[src/hw/adc_consts.vh]
// Constants shared by the converter control block and its two helpers.
`ifndef ADC_CONSTS_VH
`define ADC_CONSTS_VH

// Register byte offsets on the APB bus.
`define OFF_CONTROL 12'h000
`define OFF_CONFIG 12'h004
`define OFF_TRIGGER 12'h008
`define OFF_RES_HIGH 12'h00C
`define OFF_RES_LOW 12'h010

// Control register fields.
`define CTL_ON_BIT 0
`define CTL_GO_BIT 1
`define CTL_CHAN_HI 7
`define CTL_CHAN_LO 2

// Conversion configuration fields.
`define CFG_JUST_BIT 7
`define CFG_CLK_HI 6
`define CFG_CLK_LO 4
`define CFG_REF_HI 1
`define CFG_REF_LO 0

// Trigger register field.
`define TRG_SRC_HI 4
`define TRG_SRC_LO 0
`define TRG_NONE 5'h00

// Reset values.
`define RST_BYTE 8'h00
`define RST_CHAN 6'h00
`define RST_CLK 3'h0
`define RST_REF 2'h0
`define RST_TRG 5'h00

// Conversion clock select codes.
`define CLK_DIV2 3'h0
`define CLK_DIV8 3'h1
`define CLK_DIV32 3'h2
`define CLK_RC_A 3'h3
`define CLK_DIV4 3'h4
`define CLK_DIV16 3'h5
`define CLK_DIV64 3'h6
`define CLK_RC_B 3'h7

// Divider terminal counts, one less than the division ratio.
`define TERM_DIV2 6'h01
`define TERM_DIV4 6'h03
`define TERM_DIV8 6'h07
`define TERM_DIV16 6'h0F
`define TERM_DIV32 6'h1F
`define TERM_DIV64 6'h3F
`define CNT_ZERO 6'h00
`define CNT_ONE 6'h01

// Positive reference codes and one-hot routes.
`define REF_SUPPLY 2'h0
`define REF_RESERVED 2'h1
`define REF_PIN 2'h2
`define REF_FIXED 2'h3
`define ROUTE_SUPPLY 3'h1
`define ROUTE_PIN 3'h2
`define ROUTE_FIXED 3'h4
`define ROUTE_NONE 3'h0

// Successive approximation constants.
`define SAR_MSB 4'h9
`define SAR_LSB 4'h0
`define SAR_STEP 4'h1
`define SAR_FIRST 10'h200
`define SAR_CLEAR 10'h000

// Result packing pads.
`define PAD6 6'h00

// APB answer constants.
`define RDATA_ZERO 32'h00000000
`define RDATA_PAD 24'h000000

`endif

[src/hw/conv_clock_divider.v]
// Conversion clock tick generator: divides the system clock or passes RC ticks.
`timescale 1ns/1ns
`default_nettype none
`include "adc_consts.vh"

module conv_clock_divider (
	// Clock and reset.
	input wire pclk,
	input wire presetn,
	// Control.
	input wire enable,
	input wire [2:0] clock_select,
	input wire rc_tick,
	// Tick out.
	output reg tick_r
);

	reg [5:0] cnt_r;
	reg [5:0] term;
	wire use_rc;

	// Terminal count per system clock ratio.
	always @* begin
		case (clock_select)
			`CLK_DIV2: term = `TERM_DIV2;
			`CLK_DIV4: term = `TERM_DIV4;
			`CLK_DIV8: term = `TERM_DIV8;
			`CLK_DIV16: term = `TERM_DIV16;
			`CLK_DIV32: term = `TERM_DIV32;
			`CLK_DIV64: term = `TERM_DIV64;
			default: term = `TERM_DIV2;
		endcase
	end

	// Both unused codes pick the dedicated RC clock.
	assign use_rc = (clock_select == `CLK_RC_A) ||
		(clock_select == `CLK_RC_B);

	// The >= compare recovers cleanly if the ratio shrinks mid-count.
	always @(posedge pclk or negedge presetn) begin
		if (!presetn) begin
			cnt_r <= `CNT_ZERO;
			tick_r <= 1'b0;
		end else if (!enable) begin
			cnt_r <= `CNT_ZERO;
			tick_r <= 1'b0;
		end else if (use_rc) begin
			cnt_r <= `CNT_ZERO;
			tick_r <= rc_tick;
		end else if (cnt_r >= term) begin
			cnt_r <= `CNT_ZERO;
			tick_r <= 1'b1;
		end else begin
			cnt_r <= cnt_r + `CNT_ONE;
			tick_r <= 1'b0;
		end
	end

endmodule
`default_nettype wire

[src/hw/trigger_edge.v]
// Auto-conversion trigger selection with rising edge detection.
`timescale 1ns/1ns
`default_nettype none
`include "adc_consts.vh"

module trigger_edge (
	// Clock and reset.
	input wire pclk,
	input wire presetn,
	// Sources and selection.
	input wire [31:0] sources,
	input wire [4:0] source_select,
	// Edge pulse out.
	output reg edge_r
);

	reg [31:0] prev_r;
	wire rise;

	// Every source is tracked, so a change of selection does not fake an edge.
	assign rise = sources[source_select] & ~prev_r[source_select];

	// Code zero selects no trigger at all.
	always @(posedge pclk or negedge presetn) begin
		if (!presetn) begin
			prev_r <= `RDATA_ZERO;
			edge_r <= 1'b0;
		end else begin
			prev_r <= sources;
			edge_r <= rise && (source_select != `TRG_NONE);
		end
	end

endmodule
`default_nettype wire

[src/hw/adc_control.v]
// Converter control block: APB registers, clocking, triggers, SAR, result.
//
// Overview of operation
// - Right justify zeros high byte upper six bits
// - Left justify zeros low byte lower six bits
// - Clock field picks divider ratio or RC
// - Reference field routes supply, pin or fixed
// - Five-bit trigger field, upper bits read zero
// - Triggers react only to rising edges
// - Left: result 9..2 into high byte
// - Left: result 1..0 into low 7..6
// - Right: result 9..8 into high 1..0
// - Right: result 7..0 into low byte
// - Control clears on reset; results keep contents
// - Go bit starts, stays set, self-clears
// - Converter off means disabled, no current
// - Channel field in control bits 7..2
//
// Register map, one byte per word in the low lane:
//   control at 0x000: channel in 7..2, go in 1, enable in 0.
//   conversion_config at 0x004: justify 7, clock 6..4, reference 1..0.
//   auto_trigger_select at 0x008: source code in 4..0.
//   result_high_byte at 0x00C and result_low_byte at 0x010.
// Every access takes one wait state; unmapped words answer with an error.
// A conversion is one hold tick plus ten bit ticks of the chosen clock.
//
// The placing of the registers and the APB slave port were decided locally.
`timescale 1ns/1ns
`default_nettype none
`include "adc_consts.vh"

module adc_control (
	// Clock and reset.
	input wire pclk,
	input wire presetn,
	// APB slave.
	input wire psel,
	input wire penable,
	input wire pwrite,
	input wire [11:0] paddr,
	input wire [31:0] pwdata,
	output reg [31:0] prdata_r,
	output reg pready_r,
	output reg pslverr_r,
	// Analog front end.
	input wire comparator_above,
	input wire rc_clock_tick,
	input wire [31:0] trigger_sources,
	output reg converter_on_r,
	output reg [5:0] input_channel_select_r,
	output reg [2:0] reference_route_r,
	output reg sample_hold_r,
	output reg [9:0] sar_trial_r
);

	// Sequencer states: idle, sample hold, and bit-by-bit conversion.
	localparam ST_IDLE = 2'h0;
	localparam ST_HOLD = 2'h1;
	localparam ST_CONV = 2'h2;

	// Sequencer, configuration and result state.
	reg [1:0] state_r;
	reg [1:0] state_nxt;
	reg [3:0] bit_r;
	reg [3:0] bit_nxt;
	reg [9:0] trial_nxt;
	reg go_r;
	reg result_justify_select_r;
	reg [2:0] conversion_clock_select_r;
	reg [1:0] positive_reference_select_r;
	reg [4:0] auto_trigger_source_r;
	reg [7:0] result_high_byte_r;
	reg [7:0] result_low_byte_r;
	reg [7:0] read_byte;
	reg hit;
	reg [7:0] pack_high;
	reg [7:0] pack_low;
	reg done;

	// Bus strobes and internal events.
	wire access;
	wire apb_done;
	wire wr;
	wire [7:0] wbyte;
	wire conv_tick;
	wire trig_edge;
	wire sw_go;
	wire sw_stop;
	wire start;
	wire abort;

	// Clock ticks for the SAR steps.
	// The divider idles while the converter is off, which saves toggling.
	conv_clock_divider u_div (
		.pclk(pclk),
		.presetn(presetn),
		.enable(converter_on_r),
		.clock_select(conversion_clock_select_r),
		.rc_tick(rc_clock_tick),
		.tick_r(conv_tick)
	);

	// Selected trigger source, edge detected.
	// Edges are tracked even while busy; they are simply not used then.
	trigger_edge u_trig (
		.pclk(pclk),
		.presetn(presetn),
		.sources(trigger_sources),
		.source_select(auto_trigger_source_r),
		.edge_r(trig_edge)
	);

	// The slave inserts one wait state so read data comes from a flop.
	assign access = psel && penable;
	assign apb_done = access && pready_r;
	assign wr = apb_done && pwrite && !pslverr_r;
	assign wbyte = pwdata[7:0];

	// Go written as one with the enable also one in the same word.
	assign sw_go = wr && (paddr == `OFF_CONTROL) &&
		wbyte[`CTL_GO_BIT] && wbyte[`CTL_ON_BIT];
	// Writing go as zero, or the enable as zero, stops a conversion.
	assign sw_stop = wr && (paddr == `OFF_CONTROL) &&
		(!wbyte[`CTL_GO_BIT] || !wbyte[`CTL_ON_BIT]);
	// Software needs the enable in the same word as go, so one write can
	// power up and start; a trigger only counts while already powered.
	// A stop written in the same cycle as a trigger edge wins, so a
	// conversion never begins with the converter switched off.
	assign start = (state_r == ST_IDLE) && !sw_stop &&
		(sw_go || (converter_on_r && trig_edge));
	assign abort = (state_r != ST_IDLE) && sw_stop;

	// Address decode and read mux for the low byte lane.
	always @* begin
		hit = 1'b1;
		read_byte = `RST_BYTE;
		case (paddr)
			`OFF_CONTROL: read_byte = {input_channel_select_r, go_r,
				converter_on_r};
			`OFF_CONFIG: read_byte = {result_justify_select_r,
				conversion_clock_select_r, 2'b00,
				positive_reference_select_r};
			// Bits 7 to 5 of the trigger register read as zero.
			`OFF_TRIGGER: read_byte = {3'b000, auto_trigger_source_r};
			`OFF_RES_HIGH: read_byte = result_high_byte_r;
			`OFF_RES_LOW: read_byte = result_low_byte_r;
			default: hit = 1'b0;
		endcase
	end

	// APB answer: ready one cycle into access, error on unmapped address.
	// Read data loads on every transfer, writes included, and holds between transfers; only the strobe counts.
	always @(posedge pclk or negedge presetn) begin
		if (!presetn) begin
			pready_r <= 1'b0;
			pslverr_r <= 1'b0;
			prdata_r <= `RDATA_ZERO;
		end else begin
			pready_r <= access && !pready_r;
			if (access && !pready_r) begin
				pslverr_r <= !hit;
				prdata_r <= {`RDATA_PAD, read_byte};
			end else begin
				pslverr_r <= 1'b0;
			end
		end
	end

	// Configuration registers clear on every reset.
	always @(posedge pclk or negedge presetn) begin
		if (!presetn) begin
			converter_on_r <= 1'b0;
			input_channel_select_r <= `RST_CHAN;
			result_justify_select_r <= 1'b0;
			conversion_clock_select_r <= `RST_CLK;
			positive_reference_select_r <= `RST_REF;
			auto_trigger_source_r <= `RST_TRG;
		end else if (wr) begin
			if (paddr == `OFF_CONTROL) begin
				converter_on_r <= wbyte[`CTL_ON_BIT];
				input_channel_select_r <=
					wbyte[`CTL_CHAN_HI:`CTL_CHAN_LO];
			end
			if (paddr == `OFF_CONFIG) begin
				result_justify_select_r <= wbyte[`CFG_JUST_BIT];
				conversion_clock_select_r <=
					wbyte[`CFG_CLK_HI:`CFG_CLK_LO];
				positive_reference_select_r <=
					wbyte[`CFG_REF_HI:`CFG_REF_LO];
			end
			if (paddr == `OFF_TRIGGER) begin
				auto_trigger_source_r <=
					wbyte[`TRG_SRC_HI:`TRG_SRC_LO];
			end
		end
	end

	// Reference routing; the reserved code connects nothing.
	// The route is registered so the analog switches see a clean level
	// one cycle after a configuration write.
	always @(posedge pclk or negedge presetn) begin
		if (!presetn) begin
			reference_route_r <= `ROUTE_SUPPLY;
		end else begin
			case (positive_reference_select_r)
				`REF_SUPPLY: reference_route_r <= `ROUTE_SUPPLY;
				`REF_PIN: reference_route_r <= `ROUTE_PIN;
				`REF_FIXED: reference_route_r <= `ROUTE_FIXED;
				default: reference_route_r <= `ROUTE_NONE;
			endcase
		end
	end

	// SAR sequencer: one tick to hold the sample, then one tick per bit.
	// The trial word doubles as the DAC drive, so the result is simply the
	// trial word left behind after the last bit decision.
	always @* begin
		state_nxt = state_r;
		bit_nxt = bit_r;
		trial_nxt = sar_trial_r;
		done = 1'b0;
		case (state_r)
			ST_IDLE: begin
				if (start) begin
					state_nxt = ST_HOLD;
					bit_nxt = `SAR_MSB;
					trial_nxt = `SAR_FIRST;
				end
			end
			ST_HOLD: begin
				if (conv_tick) begin
					state_nxt = ST_CONV;
				end
			end
			ST_CONV: begin
				if (conv_tick) begin
					if (!comparator_above) begin
						trial_nxt[bit_r] = 1'b0;
					end
					if (bit_r == `SAR_LSB) begin
						state_nxt = ST_IDLE;
						done = 1'b1;
					end else begin
						bit_nxt = bit_r - `SAR_STEP;
						trial_nxt[bit_nxt] = 1'b1;
					end
				end
			end
			default: state_nxt = ST_IDLE;
		endcase
		// A stop cancels the conversion; if the last bit lands in the
		// same cycle, the finished word still loads, since completion
		// wins over the clear of the busy flag.
		if (abort) begin
			state_nxt = ST_IDLE;
		end
	end

	// Sequencer state; the go flag mirrors the conversion in progress.
	always @(posedge pclk or negedge presetn) begin
		if (!presetn) begin
			state_r <= ST_IDLE;
			bit_r <= `SAR_MSB;
			sar_trial_r <= `SAR_CLEAR;
			go_r <= 1'b0;
			sample_hold_r <= 1'b0;
		end else begin
			state_r <= state_nxt;
			bit_r <= bit_nxt;
			sar_trial_r <= trial_nxt;
			go_r <= (state_nxt != ST_IDLE);
			sample_hold_r <= (state_nxt != ST_IDLE);
		end
	end

	// Pack the finished word in the format chosen at completion.
	// Packing reads the next trial word, so the load edge stores the final
	// decision of bit zero rather than the stale trial.
	always @* begin
		if (result_justify_select_r) begin
			pack_high = {`PAD6, trial_nxt[9:8]};
			pack_low = trial_nxt[7:0];
		end else begin
			pack_high = trial_nxt[9:2];
			pack_low = {trial_nxt[1:0], `PAD6};
		end
	end

	// Results have no reset, so they survive a warm reset.
	// Hardware loading wins over a software write in the same cycle.
	// Software may overwrite either byte, which only matters until the
	// next completion.
	always @(posedge pclk) begin
		if (done) begin
			result_high_byte_r <= pack_high;
			result_low_byte_r <= pack_low;
		end else if (wr && (paddr == `OFF_RES_HIGH)) begin
			result_high_byte_r <= wbyte;
		end else if (wr && (paddr == `OFF_RES_LOW)) begin
			result_low_byte_r <= wbyte;
		end
	end

endmodule
`default_nettype wire

[config.mk]
export PLATFORM = sky130hd
export DESIGN_NAME = adc_control
export DESIGN_NICKNAME = d
export VERILOG_FILES = /design/src/hw/conv_clock_divider.v /design/src/hw/trigger_edge.v /design/src/hw/adc_control.v
export VERILOG_INCLUDE_DIRS = /design/src /design/src/hw
export SDC_FILE = /design/constraint.sdc
export NUM_CORES = 1
export LEC_CHECK = 0
export BUFFER_PORTS_ARGS = -buffer_cell sky130_fd_sc_hd__buf_2
export CAP_MARGIN = 20
export CELL_PAD_IN_SITES_DETAIL_PLACEMENT = 0
export CELL_PAD_IN_SITES_GLOBAL_PLACEMENT = 2
export CORE_UTILIZATION = 30
export CTS_BUF_LIST = sky130_fd_sc_hd__clkbuf_8 sky130_fd_sc_hd__clkbuf_16
export CTS_CLUSTER_DIAMETER = 30
export DETAILED_ROUTE_END_ITERATION = 7
export HOLD_SLACK_MARGIN = 0.12
export PLACE_DENSITY_LB_ADDON = 0.1
export SETUP_SLACK_MARGIN = 0.2
export SYNTH_ARGS = -nofsm -noshare
export SYNTH_HDL_FRONTEND = slang
export SYNTH_SLANG_ARGS = --single-unit
[constraint.sdc]
create_clock -name pclk -period 2.95 [get_ports pclk]
set_input_delay 0.59 -clock pclk [delete_from_list [all_inputs] [get_ports pclk]]
set_output_delay 0.59 -clock pclk [all_outputs]
set_load 0.1 [all_outputs]
# Yosys cells after proc, flatten, opt, wreduce, memory -nomap -nowiden
# Index checks and enable logic that the tools add are counted.
# op_classes
n_addsub,2
multipliers,0
div,0
order_cmp,6
n_eq_ne,19
shift,0
n_mux,46
n_bitwise,5
reduce_logical,43
# op_table
operator,count
10-bit two-way mux,6
8-bit two-way mux,7
8-bit case mux with 5 select lines,1
6-bit case mux with 5 select lines,1
12-bit by 4-bit equality test with 1-bit output (second input constant),2
10-bit case mux with 2 select lines,1
1-bit logical AND,18
6-bit two-way mux,3
12-bit by 3-bit equality test with 1-bit output (second input constant),1
12-bit by 5-bit equality test with 1-bit output (second input constant),1
3-bit equality test (second input constant),4
12-bit zero test,1
1-bit two-way mux,12
4-bit two-way mux,3
10-bit AND,1
1-bit binary-select mux with 5-bit select,2
4-bit by 5-bit less-than comparator with 1-bit output (second input constant),2
2-bit two-way mux,5
10-bit inverter,1
10-bit OR,1
2-bit nonzero test,5
3-bit case mux with 3 select lines,1
1-bit demux with 4-bit select,2
4-bit by 1-bit greater-or-equal comparator with 1-bit output (second input constant),2
other kinds (22),38
# word_totals
reg_bits,104
latch_bits,0
ramBits,0
rom_bits,0
inputBits,83
output_inout_bits,55
wordCells,141
mem_count,0

# Depth between registers and ports, before layout
# logic_depth
ltp_word,15
mapped_depth,10
ltp_nobuf,9

# By module
# Synthesis repeated with hierarchy kept, for this count alone.
# hier_totals
cells_unflattened,495
hier_area_um2,5305.1
# modules_own_cells
mod,n_inst,cells_each,area_per_inst_um2,seq_area_each_um2
adc_control,1,340,3514.6,1685.4
trigger_edge,1,109,1336.3,800.8
conv_clock_divider,1,46,454.2,175.2

# Worst setup path before layout
# OpenSTA, ideal clock, no wires.
# synth_path
path_kind,reg2reg
from,register bit_r[0]
to,"register result_low_byte_r[0], enable pin"
setup_time_ps,357
arrival_ps,2542
t_required_ps,2593
path_slack_ps,51
path_stages_with_launch,10
path_buffers,4
period_less_slack_ps,2899
cell_sequence,dfstp_2 clkbuf_1 inv_1 ha_1 clkbuf_1 and4bb_2 nand2_1 clkbuf_1 buf_1 o21ai_0
# synth_via
elab_chain_cells,6
word_cells_on_any_way,7
cone_classes,eq/ne: 1; mux: 3; reduce/logical: 3
# synth_rtl
item,line_no,rtl
start: declaration,adc_control.v:64,reg [3:0] bit_r;
start signal: assignment,adc_control.v:263,bit_r <= `SAR_MSB;
start signal: assignment,adc_control.v:269,bit_r <= bit_nxt;
4-bit zero test (no source line) *,--,
1-bit two-way mux *,adc_control.v:240,if (bit_r == `SAR_LSB) begin
1-bit two-way mux *,adc_control.v:236,if (conv_tick) begin
1-bit two-way mux *,adc_control.v:222,case (state_r)
2-bit inequality test (no source line) / 2-bit nonzero test (equally long branches),--,
2-bit AND reduction (no source line) *,--,
end signal: assignment,adc_control.v:296,result_low_byte_r <= pack_low;
end signal: assignment,adc_control.v:300,result_low_byte_r <= wbyte;
end: declaration,adc_control.v:73,reg [7:0] result_low_byte_r;
# Every way passes the cells marked *; elsewhere a longest branch is shown, timed or not.
# A chain may end at the register's enable or synchronous reset.

# Final worst setup path
# layout_path
from,register bit_r[0]
to,"register result_high_byte_r[0], data pin"
# layout_via
elab_chain_cells,15
word_cells_on_any_way,26
cone_classes,add/sub: 1; order compare: 4; mux: 15; bitwise: 3; reduce/logical: 3
# layout_rtl
item,line_no,rtl
4-bit by 5-bit less-than comparator with 1-bit output (not written as such) / 4-bit by 1-bit greater-or-equal comparator with 1-bit output (equally long branches),adc_control.v:238,trial_nxt[bit_r] = 1'b0;
1-bit logical AND (not written as such),adc_control.v:238,
1-bit two-way mux (not written as such),adc_control.v:238,
1-bit demux with 4-bit select,adc_control.v:238,
10-bit inverter (no source line),--,
10-bit AND (no source line),--,
10-bit two-way mux,adc_control.v:237,if (!comparator_above) begin
10-bit two-way mux,adc_control.v:236,
10-bit two-way mux,adc_control.v:222,
10-bit OR (no source line),--,
10-bit two-way mux *,adc_control.v:240,
10-bit two-way mux *,adc_control.v:236,
10-bit case mux with 2 select lines *,adc_control.v:222,
via trial_nxt[2],adc_control.v:66,reg [9:0] trial_nxt;
8-bit two-way mux *,adc_control.v:280,if (result_justify_select_r) begin
8-bit two-way mux *,adc_control.v:294,if (done) begin
end signal: assignment,adc_control.v:295,result_high_byte_r <= pack_high;
end signal: assignment,adc_control.v:298,result_high_byte_r <= wbyte;
end: declaration,adc_control.v:72,reg [7:0] result_high_byte_r;
# The timed path passes the listed nets; every way through them passes the cells marked *. The select of a mux whose other input is x is not followed.

==> results.sh <==
export IMPL_cp_start_kind="flip-flop"
export IMPL_cts_resized=1
export IMPL_p_leak_nw=2.759
export IMPL_design_area_um2=6226
export IMPL_core_um2=16760
export IMPL_slowest_delay_ns=0.53
export IMPL_dp_hpwl_mm=10.91
export IMPL_cts_inserted_buffers=9
export IMPL_antenna_found_initial=0
export IMPL_synth_warnings=0
export IMPL_synth_commonest_cells="dfrtp_1, nand2_1, a21oi_1, nor2_1"
export IMPL_crit_arrival_ns=2.64
export IMPL_synth_top_cells_by_area="dfrtp_1, edfxtp_1, mux2_2"
export IMPL_drt_first_pass_iters=4
export IMPL_place_inst=803
export IMPL_syn_area_um2=5195
export IMPL_synthAdderAreaFrac=0.02890
export IMPL_cts_setup_buffers=0
export IMPL_yosys_register_bits=103
export IMPL_syn_avg_cell_area_um2=10.49
export IMPL_worst_slew_pin_slew_ns=1.005
export IMPL_rsz0062_at_grt="no"
export IMPL_insertion_delay_ns=0.35
export IMPL_routabilityCongestion=0.8152
export IMPL_numPortBuffers=88
export IMPL_crit_chain="inv_1 > ha_2 > mux2_2 > a21boi_1 > o21a_1 > a21bo_1 > o31a_1"
export IMPL_fillers=1681
export IMPL_cap_violations=0
export IMPL_ctsHoldBuffers=0
export IMPL_setup_tns_ns=0
export IMPL_yosysTopAreaCellShare=0.4046
export IMPL_criticalPathCategory="flip-flop to flip-flop"
export IMPL_viasPerCell=4.969
export IMPL_fp_dieW_um=133.6
export IMPL_path_max_fanout=10
export IMPL_htree_levels=3
export IMPL_synth_xor_area_share=0.006744
export IMPL_clockRootBuffer="clkbuf_16"
export IMPL_synthArstFlopShare=0.8447
export IMPL_place_area_um2=5933
export IMPL_cts_tree="yes"
export IMPL_ctsLongestPathBuffers=2
export IMPL_start_util=0.3100
export IMPL_max_freq_mhz=391.9
export IMPL_syn_instance_count=495
export IMPL_status="complete, no violations"
export IMPL_hold_violations=0
export IMPL_syn2layout_area_growth_pct=19.85
export IMPL_ir_drop_mv=0.2588
export IMPL_yosys_area_top_type="dfrtp_1"
export IMPL_grt_pass1_wl_mm=23.05
export IMPL_synth_most_common_cell="dfrtp_1"
export IMPL_clk_pin_slew_worst_paths_ns=0.08
export IMPL_layout_drive_gt1_share=0.2771
export IMPL_io_pins=138
export IMPL_setup_viol=0
export IMPL_wire_per_inst_um=17.54
export IMPL_whs_ns=0.2077
export IMPL_maxSlewViolCount=0
export IMPL_fp_dieArea_um2=17850
export IMPL_synth_compound_area_frac=0.1737
export IMPL_finalCritPeriodShare=0.8649
export IMPL_layout_cells_non_filler=819
export IMPL_via_count=4070
export IMPL_slew_headroom=0.3302
export IMPL_synth_top_family_by_area="compound AO/OA/AOI/OAI gates"
export IMPL_period_needed_ns=2.551
export IMPL_die_h_um=133.6
export IMPL_synth_cell_types=68
export IMPL_seq_area_frac_synth=0.5123
export IMPL_synth_edf_count=16
export IMPL_routed_wl_mm=14.37
export IMPL_ant_nets=0
export IMPL_crit_required_ns=3.04
export IMPL_fin_util=0.3715
export IMPL_hold_path_class="primary input to asynchronous set/reset pin"
export IMPL_drtIter0Drc=298
export IMPL_power_density_nw_per_um2=483.0
export IMPL_grt_pass1_vias=4015
export IMPL_cp_slowest_cell="dfstp_2"
export IMPL_fin_nets=689
export IMPL_rows=47
export IMPL_cts_sinks=103
export IMPL_synthSimpleGateAreaFrac=0.1419
export IMPL_skew_ns=0.01223
export IMPL_num_antenna_cells=0
export IMPL_drc=0
export IMPL_grt_max_degree=50
export IMPL_cp_end_kind="flip-flop"
export IMPL_globalRoute_totalOverflow=0
export IMPL_grt_usage=0.1699
export IMPL_synthMuxAreaShare=0.06720
export IMPL_synth_ff_type="dfrtp_1"
[critical path, delay by kind of cell, from the launching register on]
family | cells | cell delay [ns]
compound gates | 4 | 1.09
flops | 1 | 0.53
mux | 1 | 0.32
buf+inv | 1 | 0.08
fa+ha+maj | 1 | 0.27
[routing by layer]
layer / up-vias / global-route usage / wire [um]
met5: - / 0 / 0
met4: 0 / 0.04609 / 139
met1: 1976 / 0.2457 / 7134
met3: 10 / 0.03577 / 612
met2: 113 / 0.2558 / 6483
li1: 1971 / - / -
[worst paths after layout]
path,from,end,slack [ns],cells past startpoint
worst min register to register,positive_reference_select_r[1],reference_route_r[0],0.47,1
worst min-delay path,presetn,reference_route_r[2],0.21,1
min in group pclk,trigger_sources[28],u_trig.prev_r[28],0.35,1
worst max-delay path,bit_r[0],result_high_byte_r[0],0.40,7
worst max register to register,bit_r[0],result_high_byte_r[0],0.40,7
max in group asynchronous,presetn,u_trig.prev_r[2],2.08,2
[layout by cell type (no fill, tap or decap), drive strengths merged, types with 10 or more instances in the layout]
| cell type | netlist | layout |
|---|---|---|
| buf | 28 | 114 |
| dfrtp | 84 | 84 |
| nand2 | 48 | 48 |
| nor2 | 26 | 26 |
| a21oi | 26 | 26 |
| o21ai | 25 | 25 |
| inv | 22 | 25 |
| conb | 1 | 24 |
| mux2 | 19 | 19 |
| edfxtp | 16 | 16 |
| nor3 | 15 | 15 |
| nand3 | 15 | 15 |
| ha | 12 | 12 |
| o32ai | 10 | 10 |
[sequential cells by signal, indices dropped and copies added, names as in the netlist]
name / count
sar_trial_r: 10
result_low_byte_r: 8
positive_reference_select_r: 2
prdata_r: 8
u_div.cnt_r: 6
result_high_byte_r: 8
bit_r: 4
auto_trigger_source_r: 5
u_trig.prev_r: 31
go_r: 1
state_r: 2
pslverr_r: 1
reference_route_r: 3
converter_on_r: 1
u_div.tick_r: 1
u_trig.edge_r: 1
input_channel_select_r: 6
pready_r: 1
result_justify_select_r: 1
conversion_clock_select_r: 3
[cells by family (layout without fill, tap and decap cells)]
family                   after synthesis  count (layout)
AO/OA/AOI/OAI                        129             129
XOR/XNOR                               4               4
adder cells (fa/ha/maj)               12              12
buffers and inverters                 71             152
flip-flops                           103             103
multiplexers                          30              30
other                                  1              24
AND/OR/NAND/NOR                      145             145
[layout make-up]
class / count / area, um2 / share of cell area
multi-input cells: 344 / 2266 / 0.3639
repair buffers: 114 / 650.6 / 0.1045
clock buffers: 9 / 225.2 / 0.03617
clock inverters: 7 / 65.06 / 0.01045
well taps: 220 / 275.3 / 0.04421
flip-flops and latches: 103 / 2661 / 0.4275
inverters: 22 / 82.58 / 0.01326
[stage by stage]
stage               total power, mW  setup slack [ns]
finish                        3.007            0.3985
detailed placement            1.866            0.1376
floorplan                     1.780            0.2485
global route                  3.148            0.2654
CTS                           3.064            0.3053
global placement              1.863            0.1284
[report_power, final]
| group | internal (mW) | leakage, nW | switching, mW |
|---|---|---|---|
| Clock | 0.591 | 0.145 | 0.582 |
| Sequential | 1.47 | 1.22 | 0.0104 |
| Combinational | 0.0678 | 1.40 | 0.285 |
| Total | 2.13 | 2.76 | 0.877 |
No activity file was read; power rests on OpenSTA's default activity.
